**src/pwr_wake_pkg.sv**
```systemverilog
/*
 power-down wake and retained ram protection: shared constants.
 assumes a 25 mhz reference clock and a plain register port.
*/
// Contract
// - select 00 ignores pin for power-down
// - select 01 rising, enter low, wake high
// - select 10 falling, enter high, wake low
// - select 11 any edge, never blocks, change wakes
// - lower four pins wake without enable
// - wake restarts oscillator, pulldown, clocks gated
// - delay pin low clears wake, clocks on
// - enabled interrupt runs service routine
// - disabled interrupt continues, request flag stays
// - next instruction runs before service call
// - every reset clears retained ram enable
// - enable clear freezes ram interface at once
// - frozen until software sets enable again
// - supply loss freezes ram regardless of enable
// - brief dip with enable set no freeze
// - reset switches ram to standby supply
// - isolation blocks strobes during power transients
// - only 16 kbyte portion retained
// - protected mode needs nmi low, reset exits
// - interruptible entry needs enabled pins inactive
// - reset, rtc, can, i2c also wake
package pwr_wake_pkg;
   // ---------------------------------------------------------------
   // register map
   // ---------------------------------------------------------------
   localparam logic [3:0] ADDR_EDGE_CFG = 4'h0;
   localparam logic [3:0] ADDR_CTRL = 4'h1;
   localparam logic [3:0] ADDR_STATUS = 4'h2;
   localparam logic [3:0] ADDR_REQ = 4'h3;
   localparam logic [3:0] ADDR_IRQ_EN = 4'h4;
   localparam logic [15:0] EDGE_CFG_RST = 16'h0000;
   // ctrl bits
   localparam int CTRL_RAM_EN = 0;
   localparam int CTRL_PD_CFG = 1;
   // ---------------------------------------------------------------
   // edge select codes
   // ---------------------------------------------------------------
   localparam logic [1:0] SEL_OFF = 2'h0;
   localparam logic [1:0] SEL_RISE = 2'h1;
   localparam logic [1:0] SEL_FALL = 2'h2;
   localparam logic [1:0] SEL_ANY = 2'h3;
   // ---------------------------------------------------------------
   // timing
   // ---------------------------------------------------------------
   localparam int CLK_PERIOD_NS = 40;
   localparam int MIN_ASSERT_NS = 40;
   localparam int MIN_ASSERT_CYC = (MIN_ASSERT_NS + CLK_PERIOD_NS - 1) / CLK_PERIOD_NS;
   localparam int RC_DELAY_NS = 40000;
   localparam int RC_DELAY_CYC = RC_DELAY_NS / CLK_PERIOD_NS;
   // core supply must stay low this many cycles before it counts as lost
   localparam int DIP_FILT_CYC = 2;
   // retained portion: 16 kbyte as 8k 16-bit words
   localparam int RET_ADDR_W = 13;
   typedef enum logic [1:0] {
      ST_RUN = 2'b00,
      ST_PD_PROT = 2'b01,
      ST_PD_INT = 2'b10,
      ST_WAKE = 2'b11
   } pd_state_t;
endpackage

```
**src/pin_wake_det.sv**
```systemverilog
/*
 per-pin edge/level classifier for the eight fast interrupt pins.
 assumes pins already synchronised to i_ref_clk.
*/
`timescale 1ns/1ns
`default_nettype none
module pin_wake_det
   import pwr_wake_pkg::*;
(
   // clock and reset
   input wire logic i_ref_clk,
   input wire logic i_reset_n,
   // pin and config
   input wire logic i_pin,
   input wire logic [1:0] i_sel,
   input wire logic i_armed,
   // results
   output logic o_block,
   output logic o_wake,
   output logic o_edge
);
   typedef struct packed {
      logic prev;
      logic ref_lvl;
      logic [3:0] cnt;
   } det_t;
   det_t s_r, s_nxt;
   logic active;

   always_comb begin
      s_nxt = s_r;
      s_nxt.prev = i_pin;
      if (!i_armed) begin
         s_nxt.ref_lvl = i_pin;
      end
      active = 1'b0;
      case (i_sel)
         SEL_RISE: active = i_pin;
         SEL_FALL: active = !i_pin;
         SEL_ANY: active = (i_pin != s_r.ref_lvl);
         default: active = 1'b0;
      endcase
      // qualify for a minimum hold time
      if (active && i_armed) begin
         if (s_r.cnt < 4'(MIN_ASSERT_CYC)) begin
            s_nxt.cnt = s_r.cnt + 4'h1;
         end
      end else begin
         s_nxt.cnt = 4'h0;
      end
   end

   always_ff @(posedge i_ref_clk) begin
      if (!i_reset_n) begin
         s_r <= '0;
      end else begin
         s_r <= s_nxt;
      end
   end

   // any-edge never blocks entry
   assign o_block = (i_sel == SEL_RISE && i_pin) || (i_sel == SEL_FALL && !i_pin);
   assign o_wake = (s_r.cnt >= 4'(MIN_ASSERT_CYC)) && active && i_armed;
   assign o_edge = (i_sel == SEL_RISE && i_pin && !s_r.prev)
                 || (i_sel == SEL_FALL && !i_pin && s_r.prev)
                 || (i_sel == SEL_ANY && i_pin != s_r.prev);
endmodule // pin_wake_det
`default_nettype wire

```
**src/powerdown_wake_standby_ctrl.sv**
```systemverilog
/*
 power-down entry/wake sequencing and retained ram freeze.
 assumes a plain register port on i_ref_clk; pins and analog
 comparators arrive asynchronously and are synchronised here.
*/
// Added by the designer: the address-and-strobe port and the register addresses.
`timescale 1ns/1ns
`default_nettype none
module powerdown_wake_standby_ctrl
   import pwr_wake_pkg::*;
#(
   parameter int RC_CYC = RC_DELAY_CYC
)(
   // clock and reset
   input wire logic i_ref_clk,
   input wire logic i_reset_n,
   // register port
   input wire logic [3:0] i_addr,
   input wire logic [15:0] i_wdata,
   input wire logic i_wr,
   input wire logic i_rd,
   output logic [15:0] o_rdata,
   // cpu side
   input wire logic i_power_down_instruction,
   input wire logic i_nmi_pin,
   input wire logic [7:0] i_fast_ext_irq_pin,
   input wire logic i_rtc_irq,
   input wire logic i_can_act,
   input wire logic i_i2c_act,
   input wire logic i_core_supply_ok,
   input wire logic i_ram_en_sb,
   output logic o_pd_entered,
   output logic o_next_instr_go,
   output logic o_isr_call,
   output logic [7:0] o_irq_request_flag,
   // clocks and wake-delay pin
   input wire logic i_wake_delay_below,
   output logic o_osc_pll_en,
   output logic o_wake_delay_pulldown,
   output logic o_cpu_clk_en,
   // retained ram gate
   input wire logic [RET_ADDR_W-1:0] i_ram_addr,
   input wire logic i_ram_we_core,
   input wire logic i_ram_ce_core,
   output logic o_ram_we,
   output logic o_ram_ce,
   output logic o_ram_frozen,
   output logic o_ram_on_standby
);
   // ---------------------------------------------------------------
   // state
   // ---------------------------------------------------------------
   typedef struct packed {
      pd_state_t st;
      logic [15:0] edge_cfg;
      logic ram_en;
      logic pd_cfg;
      logic [7:0] irq_en;
      logic [7:0] req;
      logic [7:0] wake_src;
      logic [16:0] rc_cnt;
      logic [15:0] rdata;
      logic isr_pend;
      logic next_go;
      logic isr_call;
      logic [10:0] s1;
      logic [10:0] s2;
      logic [3:0] dip_cnt;
   } ctl_t;
   ctl_t s_r, s_nxt;

   logic [7:0] pin_s;
   logic nmi_s, below_s, supply_s;
   logic supply_lost;
   logic [7:0] blk, wk, edg;
   logic armed;
   logic any_block, pin_wake, other_wake;

   assign pin_s = s_r.s2[7:0];
   assign nmi_s = s_r.s2[8];
   assign below_s = s_r.s2[9];
   assign supply_s = s_r.s2[10];
   assign armed = (s_r.st == ST_PD_INT);

   function automatic logic [1:0] sel_of(input logic [15:0] cfg, input int i);
      sel_of = cfg[2*i +: 2];
   endfunction

   // ---------------------------------------------------------------
   // per pin detectors
   // ---------------------------------------------------------------
   genvar g;
   generate
      for (g = 0; g < 8; g++) begin : g_pin
         pin_wake_det u_det (
            .i_ref_clk(i_ref_clk),
            .i_reset_n(i_reset_n),
            .i_pin(pin_s[g]),
            .i_sel(sel_of(s_r.edge_cfg, g)),
            .i_armed(armed),
            .o_block(blk[g]),
            .o_wake(wk[g]),
            .o_edge(edg[g])
         );
      end
   endgenerate

   // lower four wake regardless of enable; upper four need it
   assign pin_wake = |(wk & {s_r.irq_en[7:4], 4'hf});
   assign any_block = |(blk & {s_r.irq_en[7:4], 4'hf});
   assign other_wake = i_rtc_irq || i_can_act || i_i2c_act;

   // ---------------------------------------------------------------
   // next state
   // ---------------------------------------------------------------
   always_comb begin
      s_nxt = s_r;
      s_nxt.s1 = {i_core_supply_ok, i_wake_delay_below, i_nmi_pin, i_fast_ext_irq_pin};
      s_nxt.s2 = s_r.s1;
      if (supply_s) begin
         s_nxt.dip_cnt = 4'h0;
      end else if (s_r.dip_cnt < 4'(DIP_FILT_CYC)) begin
         s_nxt.dip_cnt = s_r.dip_cnt + 4'h1;
      end
      s_nxt.next_go = 1'b0;
      s_nxt.isr_call = s_r.isr_pend;
      s_nxt.isr_pend = 1'b0;
      s_nxt.rdata = 16'h0000;
      if (i_rd) begin
         case (i_addr)
            ADDR_EDGE_CFG: s_nxt.rdata = s_r.edge_cfg;
            ADDR_CTRL: s_nxt.rdata = {14'h0000, s_r.pd_cfg, s_r.ram_en};
            ADDR_STATUS: s_nxt.rdata = {4'h0, o_ram_frozen, below_s, s_r.wake_src,
                                        2'(s_r.st)};
            ADDR_REQ: s_nxt.rdata = {8'h00, s_r.req};
            ADDR_IRQ_EN: s_nxt.rdata = {8'h00, s_r.irq_en};
            default: s_nxt.rdata = 16'h0000;
         endcase
      end
      // clear first so a same-cycle edge below wins
      if (i_wr) begin
         case (i_addr)
            ADDR_EDGE_CFG: s_nxt.edge_cfg = i_wdata;
            ADDR_CTRL: begin
               s_nxt.ram_en = i_wdata[CTRL_RAM_EN];
               s_nxt.pd_cfg = i_wdata[CTRL_PD_CFG];
            end
            ADDR_REQ: s_nxt.req = s_r.req & ~i_wdata[7:0];
            ADDR_IRQ_EN: s_nxt.irq_en = i_wdata[7:0];
            default: ;
         endcase
      end
      s_nxt.req = s_nxt.req | edg;
      case (s_r.st)
         ST_RUN: begin
            if (i_power_down_instruction) begin
               if (!s_r.pd_cfg && !nmi_s) begin
                  s_nxt.st = ST_PD_PROT;
               end else if (s_r.pd_cfg && !any_block) begin
                  s_nxt.st = ST_PD_INT;
                  s_nxt.wake_src = 8'h00;
               end else begin
                  s_nxt.next_go = 1'b1;
               end
            end
         end
         ST_PD_PROT: ; // left only by reset
         ST_PD_INT: begin
            if (pin_wake || other_wake) begin
               s_nxt.st = ST_WAKE;
               s_nxt.wake_src = wk;
               s_nxt.req = s_nxt.req | wk;
               s_nxt.rc_cnt = 17'h00000;
            end
         end
         ST_WAKE: begin
            if (s_r.rc_cnt < 17'(RC_CYC)) begin
               s_nxt.rc_cnt = s_r.rc_cnt + 17'h00001;
            end else if (below_s) begin
               s_nxt.st = ST_RUN;
               s_nxt.next_go = 1'b1;
               s_nxt.isr_pend = |(s_r.wake_src & s_r.irq_en);
            end
         end
         default: s_nxt.st = ST_RUN;
      endcase
   end

   always_ff @(posedge i_ref_clk) begin
      if (!i_reset_n) begin
         s_r <= '0;
      end else begin
         s_r <= s_nxt;
      end
   end

   // ---------------------------------------------------------------
   // outputs
   // ---------------------------------------------------------------
   assign o_rdata = s_r.rdata;
   assign o_pd_entered = (s_r.st == ST_PD_PROT) || (s_r.st == ST_PD_INT);
   assign o_osc_pll_en = (s_r.st == ST_RUN) || (s_r.st == ST_WAKE);
   assign o_wake_delay_pulldown = (s_r.st == ST_WAKE);
   assign o_cpu_clk_en = (s_r.st == ST_RUN);
   assign o_next_instr_go = s_r.next_go;
   assign o_isr_call = s_r.isr_call;
   assign o_irq_request_flag = s_r.req;
   // a dip shorter than the filter leaves the ram open; a longer loss freezes
   // it whatever the enable holds, at the cost of a two-cycle late freeze
   assign supply_lost = !supply_s && (s_r.dip_cnt >= 4'(DIP_FILT_CYC));
   assign o_ram_frozen = !s_r.ram_en || !i_ram_en_sb || supply_lost;
   assign o_ram_on_standby = !i_reset_n || !s_r.ram_en;
   assign o_ram_we = i_ram_we_core && !o_ram_frozen;
   assign o_ram_ce = i_ram_ce_core && !o_ram_frozen && (i_ram_addr <= {RET_ADDR_W{1'b1}});

   // ---------------------------------------------------------------
   // checks
   // ---------------------------------------------------------------
   a_freeze_blocks: assert property (@(posedge i_ref_clk) disable iff (!i_reset_n)
      !s_r.ram_en |-> !o_ram_we && !o_ram_ce) else $error("ram strobe while frozen");
   a_reset_clears: assert property (@(posedge i_ref_clk)
      !i_reset_n |=> !s_r.ram_en) else $error("ram enable survived reset");
   a_clk_gated_wake: assert property (@(posedge i_ref_clk) disable iff (!i_reset_n)
      s_r.st == ST_WAKE |-> !o_cpu_clk_en && o_osc_pll_en) else $error("clock during wake");
   a_wake_exit: assert property (@(posedge i_ref_clk) disable iff (!i_reset_n)
      s_r.st == ST_WAKE && s_nxt.st == ST_RUN |-> below_s && s_r.rc_cnt == 17'(RC_CYC))
      else $error("early wake exit");
   a_isr_after_next: assert property (@(posedge i_ref_clk) disable iff (!i_reset_n)
      s_r.isr_pend |-> $past(s_nxt.next_go) ##1 o_isr_call) else $error("isr order");
   a_prot_stays: assert property (@(posedge i_ref_clk) disable iff (!i_reset_n)
      s_r.st == ST_PD_PROT |=> s_r.st == ST_PD_PROT) else $error("protected exit");
   a_entry_blocked: assert property (@(posedge i_ref_clk) disable iff (!i_reset_n)
      s_r.st == ST_RUN && s_nxt.st == ST_PD_INT |-> !any_block) else $error("bad entry");
   a_req_kept: assert property (@(posedge i_ref_clk) disable iff (!i_reset_n)
      s_r.req[0] && !(i_wr && i_addr == ADDR_REQ) |=> s_r.req[0]) else $error("flag lost");
endmodule // powerdown_wake_standby_ctrl
`default_nettype wire

```
**config.mk**
```make
export PLATFORM = sky130hd
export DESIGN_NAME = powerdown_wake_standby_ctrl
export DESIGN_NICKNAME = d
export VERILOG_FILES = /design/src/pwr_wake_pkg.sv /design/src/pin_wake_det.sv /design/src/powerdown_wake_standby_ctrl.sv
export SDC_FILE = /design/constraint.sdc
export NUM_CORES = 1
export LEC_CHECK = 0
export ABC_AREA = 1
export BUFFER_PORTS_ARGS = -buffer_cell sky130_fd_sc_hd__buf_2
export CAP_MARGIN = 30
export CORE_UTILIZATION = 45
export CTS_BUF_LIST = sky130_fd_sc_hd__clkbuf_8 sky130_fd_sc_hd__clkbuf_16
export CTS_CLUSTER_DIAMETER = 50
export DETAILED_ROUTE_END_ITERATION = 8
export PLACE_DENSITY = 0.67
export RECOVER_POWER = 100
export SETUP_SLACK_MARGIN = 0.3
export SYNTH_ARGS = -nofsm -noshare
export SYNTH_HDL_FRONTEND = slang
export SYNTH_SLANG_ARGS = --single-unit
```
**constraint.sdc**
```tcl
create_clock -name i_ref_clk -period 1.72 [get_ports i_ref_clk]
set_input_delay 0.172 -clock i_ref_clk [delete_from_list [all_inputs] [get_ports i_ref_clk]]
set_output_delay 0.172 -clock i_ref_clk [all_outputs]
set_load 0.05 [all_outputs]
```
==> Word-level counts from Yosys, hierarchy flattened <==
Index checks and enable logic that the tools add are counted.
{ "word_totals": {"wordCells": 317, "in_bits": 55, "register_bits": 154, "output_inout_bits": 34} }
{ "op_classes": {"n_lt_le_gt_ge": 20, "bitwise": 10, "n_eq_ne": 55, "n_reduce_logical": 151, "muxes": 32, "addsub": 10} }
{ "ops": {"columns": ["cell", "n"], "rows": [
  ["case mux 16 bit (5 select lines)", 1],
  ["logical AND 1 bit", 70],
  ["two-way mux 8 bit", 6],
  ["adder 4 x 1 -> 4 bit (second input constant)", 9],
  ["equality test 2 bit (second input constant)", 18],
  ["case mux 17 bit (2 select lines)", 1],
  ["two-way mux 33 bit", 1],
  ["bitwise AND 8 bit", 4],
  ["greater-or-equal comparator 4 x 1 -> 1 bit (second input constant)", 8],
  ["logical OR 1 bit", 32],
  ["< comparator 4 x 1 -> 1 bit (second input constant)", 8],
  ["logical NOT 1 bit", 24],
  ["case mux 1 bit (3 select lines)", 8],
  ["AND reduction 2 bit", 12],
  ["OR reduction 8 bit", 3],
  ["equality test 2 x 1 -> 1 bit (second input constant)", 9],
  ["adder 17 x 1 -> 17 bit (second input constant)", 1],
  ["< comparator 17 x 10 -> 1 bit (second input constant)", 1],
  ["two-way mux 17 bit", 1],
  ["inequality test 1 bit", 16],
  ["bitwise OR 8 bit", 2],
  ["case mux 8 bit (2 select lines)", 1],
  ["<= comparator 13 bit (second input constant)", 1],
  ["two-way mux 2 bit", 6],
  ["22 further kinds", 35]
]} }

==> Logic depth before layout (Yosys ltp) <==
{ "depth": {"ltp_word": 11, "ltp_mapped": 13, "mapped_depth_nobuf": 13} }

==> By module <==
From an unflattened synthesis, not the netlist that was laid out.
{ "hier_totals": {"hier_cells": 1015, "hier_area_um2": 7423.4} }
{ "modules_own_cells": {"columns": ["module", "seq_area_each_um2", "cells_each", "instances", "area_per_inst_um2"], "rows": [
  ["powerdown_wake_standby_ctrl", 2122.0, 623, 1, 4590.7],
  ["pin_wake_det", 120.1, 49, 8, 354.1]
]} }

==> Worst setup path after synthesis <==
No wires, ideal clock.
{ "synth_path": {"path_kind": "flip-flop to output port", "start": "reg s_r[0] (netlist bit)", "end": "out o_ram_ce", "stages_incl_launch_ff": 6, "n_path_buf": 0, "arrival_time_ps": 2004, "t_required_ps": 1548, "slack_ps": -456, "cell_sequence": "dfxtp_1 inv_1 ha_1 o21ai_0 nand3_1 nor2_1"} }
{ "synth_via": {"elab_chain_len": 6} }
{ "synth_lines": {"columns": ["item", "line_no", "text"], "rows": [
  ["start: declaration", "powerdown_wake_standby_ctrl.sv:70", "ctl_t s_r, s_nxt;"],
  ["start signal: assignment", "powerdown_wake_standby_ctrl.sv:193", "s_r <= s_nxt;"],
  ["greater-or-equal comparator 4 x 2 -> 1 bit", "powerdown_wake_standby_ctrl.sv:210", "assign supply_lost = !supply_s && (s_r.dip_cnt >= 4'(DIP_FILT_CYC));"],
  ["logical AND 1 bit", "powerdown_wake_standby_ctrl.sv:210", null],
  ["logical OR 1 bit", "powerdown_wake_standby_ctrl.sv:211", "assign o_ram_frozen = !s_r.ram_en || !i_ram_en_sb || supply_lost;"],
  ["named net o_ram_frozen", "powerdown_wake_standby_ctrl.sv:47", "output logic o_ram_frozen,"],
  ["logical NOT 1 bit", "powerdown_wake_standby_ctrl.sv:214", "assign o_ram_ce = i_ram_ce_core && !o_ram_frozen && (i_ram_addr <= {RET_ADDR_W{1'b1}});"],
  ["logical AND 1 bit (2 in a row)", "powerdown_wake_standby_ctrl.sv:214", null],
  ["end: declaration", "powerdown_wake_standby_ctrl.sv:46", "output logic o_ram_ce,"]
]} }
The timed path passes the listed nets, and every way through them passes these cells.

==> Final worst setup path <==
{ "layout_path": {"start": "reg s_r[104] (netlist bit)", "end": "reg s_r, in the netlist o_irq_request_flag[7]"} }
{ "layout_via": {"elab_chain_len": 7, "elab_cells_between_ends": 15, "cone_classes": "1 x eq/ne; 2 x mux; 2 x bitwise; 10 x reduce/logical"} }
{ "layout_lines": {"columns": ["item", "line_no", "text"], "rows": [
  ["equality test 2 bit (*)", "powerdown_wake_standby_ctrl.sv:83, powerdown_wake_standby_ctrl.sv:154", null],
  ["logical AND 1 bit", "pin_wake_det.sv:63", "assign o_wake = (s_r.cnt >= 4'(MIN_ASSERT_CYC)) && active && i_armed;"],
  ["bitwise AND 8 bit", "powerdown_wake_standby_ctrl.sv:109", "assign pin_wake = |(wk & {s_r.irq_en[7:4], 4'hf});"],
  ["OR reduction 8 bit", "powerdown_wake_standby_ctrl.sv:109", null],
  ["logical OR 1 bit", "powerdown_wake_standby_ctrl.sv:169", "if (pin_wake || other_wake) begin"],
  ["two-way mux 33 bit", "powerdown_wake_standby_ctrl.sv:169", null],
  ["two-way mux 8 bit (*)", "powerdown_wake_standby_ctrl.sv:154", "case (s_r.st)"]
]} }
Every way passes the cells marked *; elsewhere a longest branch is shown, timed or not. The select of a mux whose other input is x is not followed.
A chain may end at the register's enable or synchronous reset.

==> out/metrics.yaml <==
outcome: "complete, but fails checks"
failing_checks: "setup timing"
gr-total-overflow: 0
clockRootBuffer: "sky130_fd_sc_hd__clkbuf_16"
slowest_delay_ps: 350
max_clock_freq_ghz: 0.542
final_gp_congestion: 0.861
grt_pass1_wl_mm: 29.2
synth_sequential_area_ratio_pct: 44.3
min_period_over_period_pct: 107
cts-buffers-inserted: 17
worst_r2r_startpoint: "s_r[104]"
static_leak_nw: 4.01
worst-endpoint-arrival_ps: 2190
first_global_vias: 6130
crit_path_start_kind: "flip-flop"
ctsHtreeMaxLevel: 4
synth_area_sq_um: 6950
path_delay_family: "simple AND/OR/NAND/NOR gates"
dp_cells: 1229
die-height_um: 126
grtUsageMet1_pct: 30.8
critical_path_endpoint_category: "flip-flop"
hold_viol_final: 0
reg2reg_setup_slack_ps: -130
tightest_slew_ps: 772
crit_path_cell_trace: "inv_4, ha_4, buf_6, nand3_4, nor2_4, nand2_1, nand2_2, nor2_4, buf_4, buf_4, a21oi_4, nor2_1, nor2_1"
cts.reportedPaths.clkPinSlew_ps: 60
final-setup-viol-count: 31
synth.distinct_cells: 38
crit_path_end: "o_irq_request_flag[7]"
worst_setup_path_startpoint: "s_r[104]"
fill_count: 1327
worst_path_setup_slack_after_routing_ps: -126
grtUsageMet2_pct: 37.2
vias: 6543
reg2reg_to: "o_irq_request_flag[7]"
required_ps: 2070
critical_path_class: "flip-flop to flip-flop"
finalClockSkew_ps: 6.69
p_per_area_nw_per_um2: 1090
critical-path-slowest-cell: "sky130_fd_sc_hd__dfxtp_4"
antenna_found_initial: 1
register_bit_total_from_synthesis: 154
p_int_mw: 6.99
cts_tree: "done"
synth-warning-count: 0
drt-wirelength-per-cell_um: 13.9
postRouteWirelength_mm: 18.0
timing.max_cap.violations: 0
final_antenna_net_count: 0
rows: 45
drive_gt1_share_pct: 28.6
final.hold.worst_slack_ps: 15.0
postSynthCellCount: 925
slew_headroom_pct: 48.5
routed_via_density: 5.05
syn2layout_area_growth_pct: 34.5
cp_num_cells: 13
grt_setup_unrepaired: "true"
clockBufferDepth: 2
placement.io_buffers: 75
global_route.peak_usage_layer: "met2"
grtUsageTotal_pct: 23.3
postSynthAreaPerCell_sq_um: 7.52
top_level_ports: 89
final_cell_count_no_fill: 1295
crit_fanout: 6
grt.met3_usage_pct: 4.98
slew_violations: 0
clkPwrFrac_pct: 35.3
drt_drc_violations_left: 0
clk-insertion-delay-late_ps: 430
floorplan.die_area_sq_um: 15900
min-delay-path-class: "input port to flip-flop"
switching_power_mw: 3.21
worst-path-buf-inv: 4
swShare_pct: 31.5
clock_sink_count: 154
pin_count_of_the_biggest_net_entering_global_routing: 32
maximum_vdd_drop_mv: 0.737
power.share.sequential_pct: 38.7
net_count_synth: 1011
initial_utilization_pct: 45.9
die_w_um: 126
period_needed_ps: 1850
dp.final_hpwl_mm: 12.7
coreArea_sq_um: 15100
r2r_cells: 13
first_pass_iters: 7
p_comb_share_pct: 26.0
design.final.nets: 1179
detail_route.iter0.violations: 438
## power by group through the flow
stage	combinational (mW)	sequential, mW	clock, mW
final	2.65	3.94	3.60
after global routing	2.87	3.97	3.82
after CTS	2.50	3.93	3.67
after detailed placement	2.00	4.01	0
after global placement	1.98	4.00	0
after floorplan	1.33	3.99	0
## metrics by stage
stage | util (%) | setup slack [ps] | total power [mW] | instance area, sq um | setup TNS, ps
2_1_floorplan | - | 9.42 | 5.33 | 7110 | 0
6_report | 61.7 | -126 | 10.2 | 9350 | -2430
3_3_place_gp | 53.5 | -116 | 5.98 | 8100 | -1700
3_5_place_dp | 53.5 | -155 | 6.01 | 8100 | -2520
4_1_cts | 60.5 | -108 | 10.1 | 9160 | -1670
5_1_grt | 61.7 | -234 | 10.7 | 9350 | -5800
## what timing repair did
item / in CTS / in global routing
pin swaps: 26 / 34
hold endpoints to repair: 11 / 0
hold buffers: 11 / 0
buffers inserted: 15 / 5
gates cloned: 2 / 0
setup endpoints to repair: 40 / 53
gates resized for setup: 72 / 81
## layout make-up
cell class / count / area, sq um / area share, %
Antenna cell: 1 / 2.50 / 0.0268
Tap cell: 188 / 235 / 2.52
Clock buffer: 19 / 453 / 4.84
Sequential cell: 154 / 3130 / 33.5
Inverter: 139 / 541 / 5.78
Clock inverter: 13 / 116 / 1.24
Timing Repair Buffer: 198 / 1400 / 15.0
Multi-Input combinational cell: 583 / 3470 / 37.1
## placed cells by master, fill, tap and decap left out, types with 14 or more instances in the layout
cell,n
sky130_fd_sc_hd__nand2_1,160
sky130_fd_sc_hd__dfxtp_1,126
sky130_fd_sc_hd__inv_1,122
sky130_fd_sc_hd__buf_4,91
sky130_fd_sc_hd__nor2_1,74
sky130_fd_sc_hd__a21oi_1,57
sky130_fd_sc_hd__o21ai_0,57
sky130_fd_sc_hd__nand3_1,44
sky130_fd_sc_hd__buf_2,38
sky130_fd_sc_hd__clkbuf_1,33
sky130_fd_sc_hd__ha_1,24
sky130_fd_sc_hd__dfxtp_2,24
sky130_fd_sc_hd__clkbuf_16,17
sky130_fd_sc_hd__nand4_1,14
## cells in the mapped netlist, drive strengths merged
| cell | count | area [sq um] |
|---|---|---|
| or2 | 1 | 6.26 |
| inv | 138 | 518 |
| nand2 | 175 | 669 |
| xor2 | 11 | 96.3 |
| o32ai | 1 | 8.76 |
| a31oi | 13 | 81.3 |
| and3 | 1 | 6.26 |
| o211ai | 1 | 7.51 |
| dfxtp | 154 | 3080 |
| nand3b | 6 | 45.0 |
| nand4 | 14 | 93.8 |
| or3 | 1 | 6.26 |
| o221ai | 1 | 8.76 |
| a21oi | 70 | 365 |
| a22oi | 1 | 7.51 |
| o21ai | 63 | 315 |
| nand3 | 61 | 318 |
| a221oi | 10 | 87.6 |
| clkbuf | 20 | 75.1 |
| o22ai | 7 | 43.8 |
| nor3 | 16 | 80.1 |
| xnor2 | 2 | 17.5 |
| nor2 | 92 | 350 |
| ha | 31 | 388 |
| a211oi | 2 | 15.0 |
| buf | 31 | 246 |
| clkinv | 1 | 3.75 |
| o21bai | 1 | 7.51 |
## state kept, by name, summed over array words and instances, names as in the netlist
signal / count
s_nxt: 12
g_pin.u_det.s_r: 48
o_next_instr_go: 1
s_r: 58
o_isr_call: 1
o_rdata: 16
below_s: 1
nmi_s: 1
pin_s: 8
o_irq_request_flag: 8
## metal layers
| metal | routed length, um | vias to the layer above | share of wire (%) |
|---|---|---|---|
| li1 | - | 3321 | - |
| met1 | 8220 | 2991 | 46 |
| met2 | 8350 | 199 | 47 |
| met3 | 1000 | 32 | 5.6 |
| met4 | 380 | 0 | 2.1 |
| met5 | 0 | - | 0 |
## worst min-delay path by stage
stage | from | end | cells past startpoint | slack [ps]
final | i_wdata[9] | s_r[97] | 3 | 10
after global routing | i_wdata[9] | s_r[97] | 3 | 20
after CTS | i_wdata[9] | s_r[97] | 3 | 10
after detailed placement | i_fast_ext_irq_pin[1] | s_nxt[5] | 3 | 360
after global placement | i_fast_ext_irq_pin[1] | s_nxt[5] | 3 | 350
after floorplan | i_fast_ext_irq_pin[6] | s_nxt[10] | 2 | 270
## cells by family after synthesis
family	synth area share [%]
xor+xnor	1.64
simple gates	22.7
flops	44.3
compound gates	13.6
fa+ha+maj	5.58
buf+inv	12.1
## tightest hold or removal path, delay by kind of cell
| family | cells | cell delay, ps |
|---|---|---|
| simple gates | 1 | 70 |
| buf+inv | 1 | 100 |
| compound gates | 1 | 60 |
(Power assumes the default switching activity.)
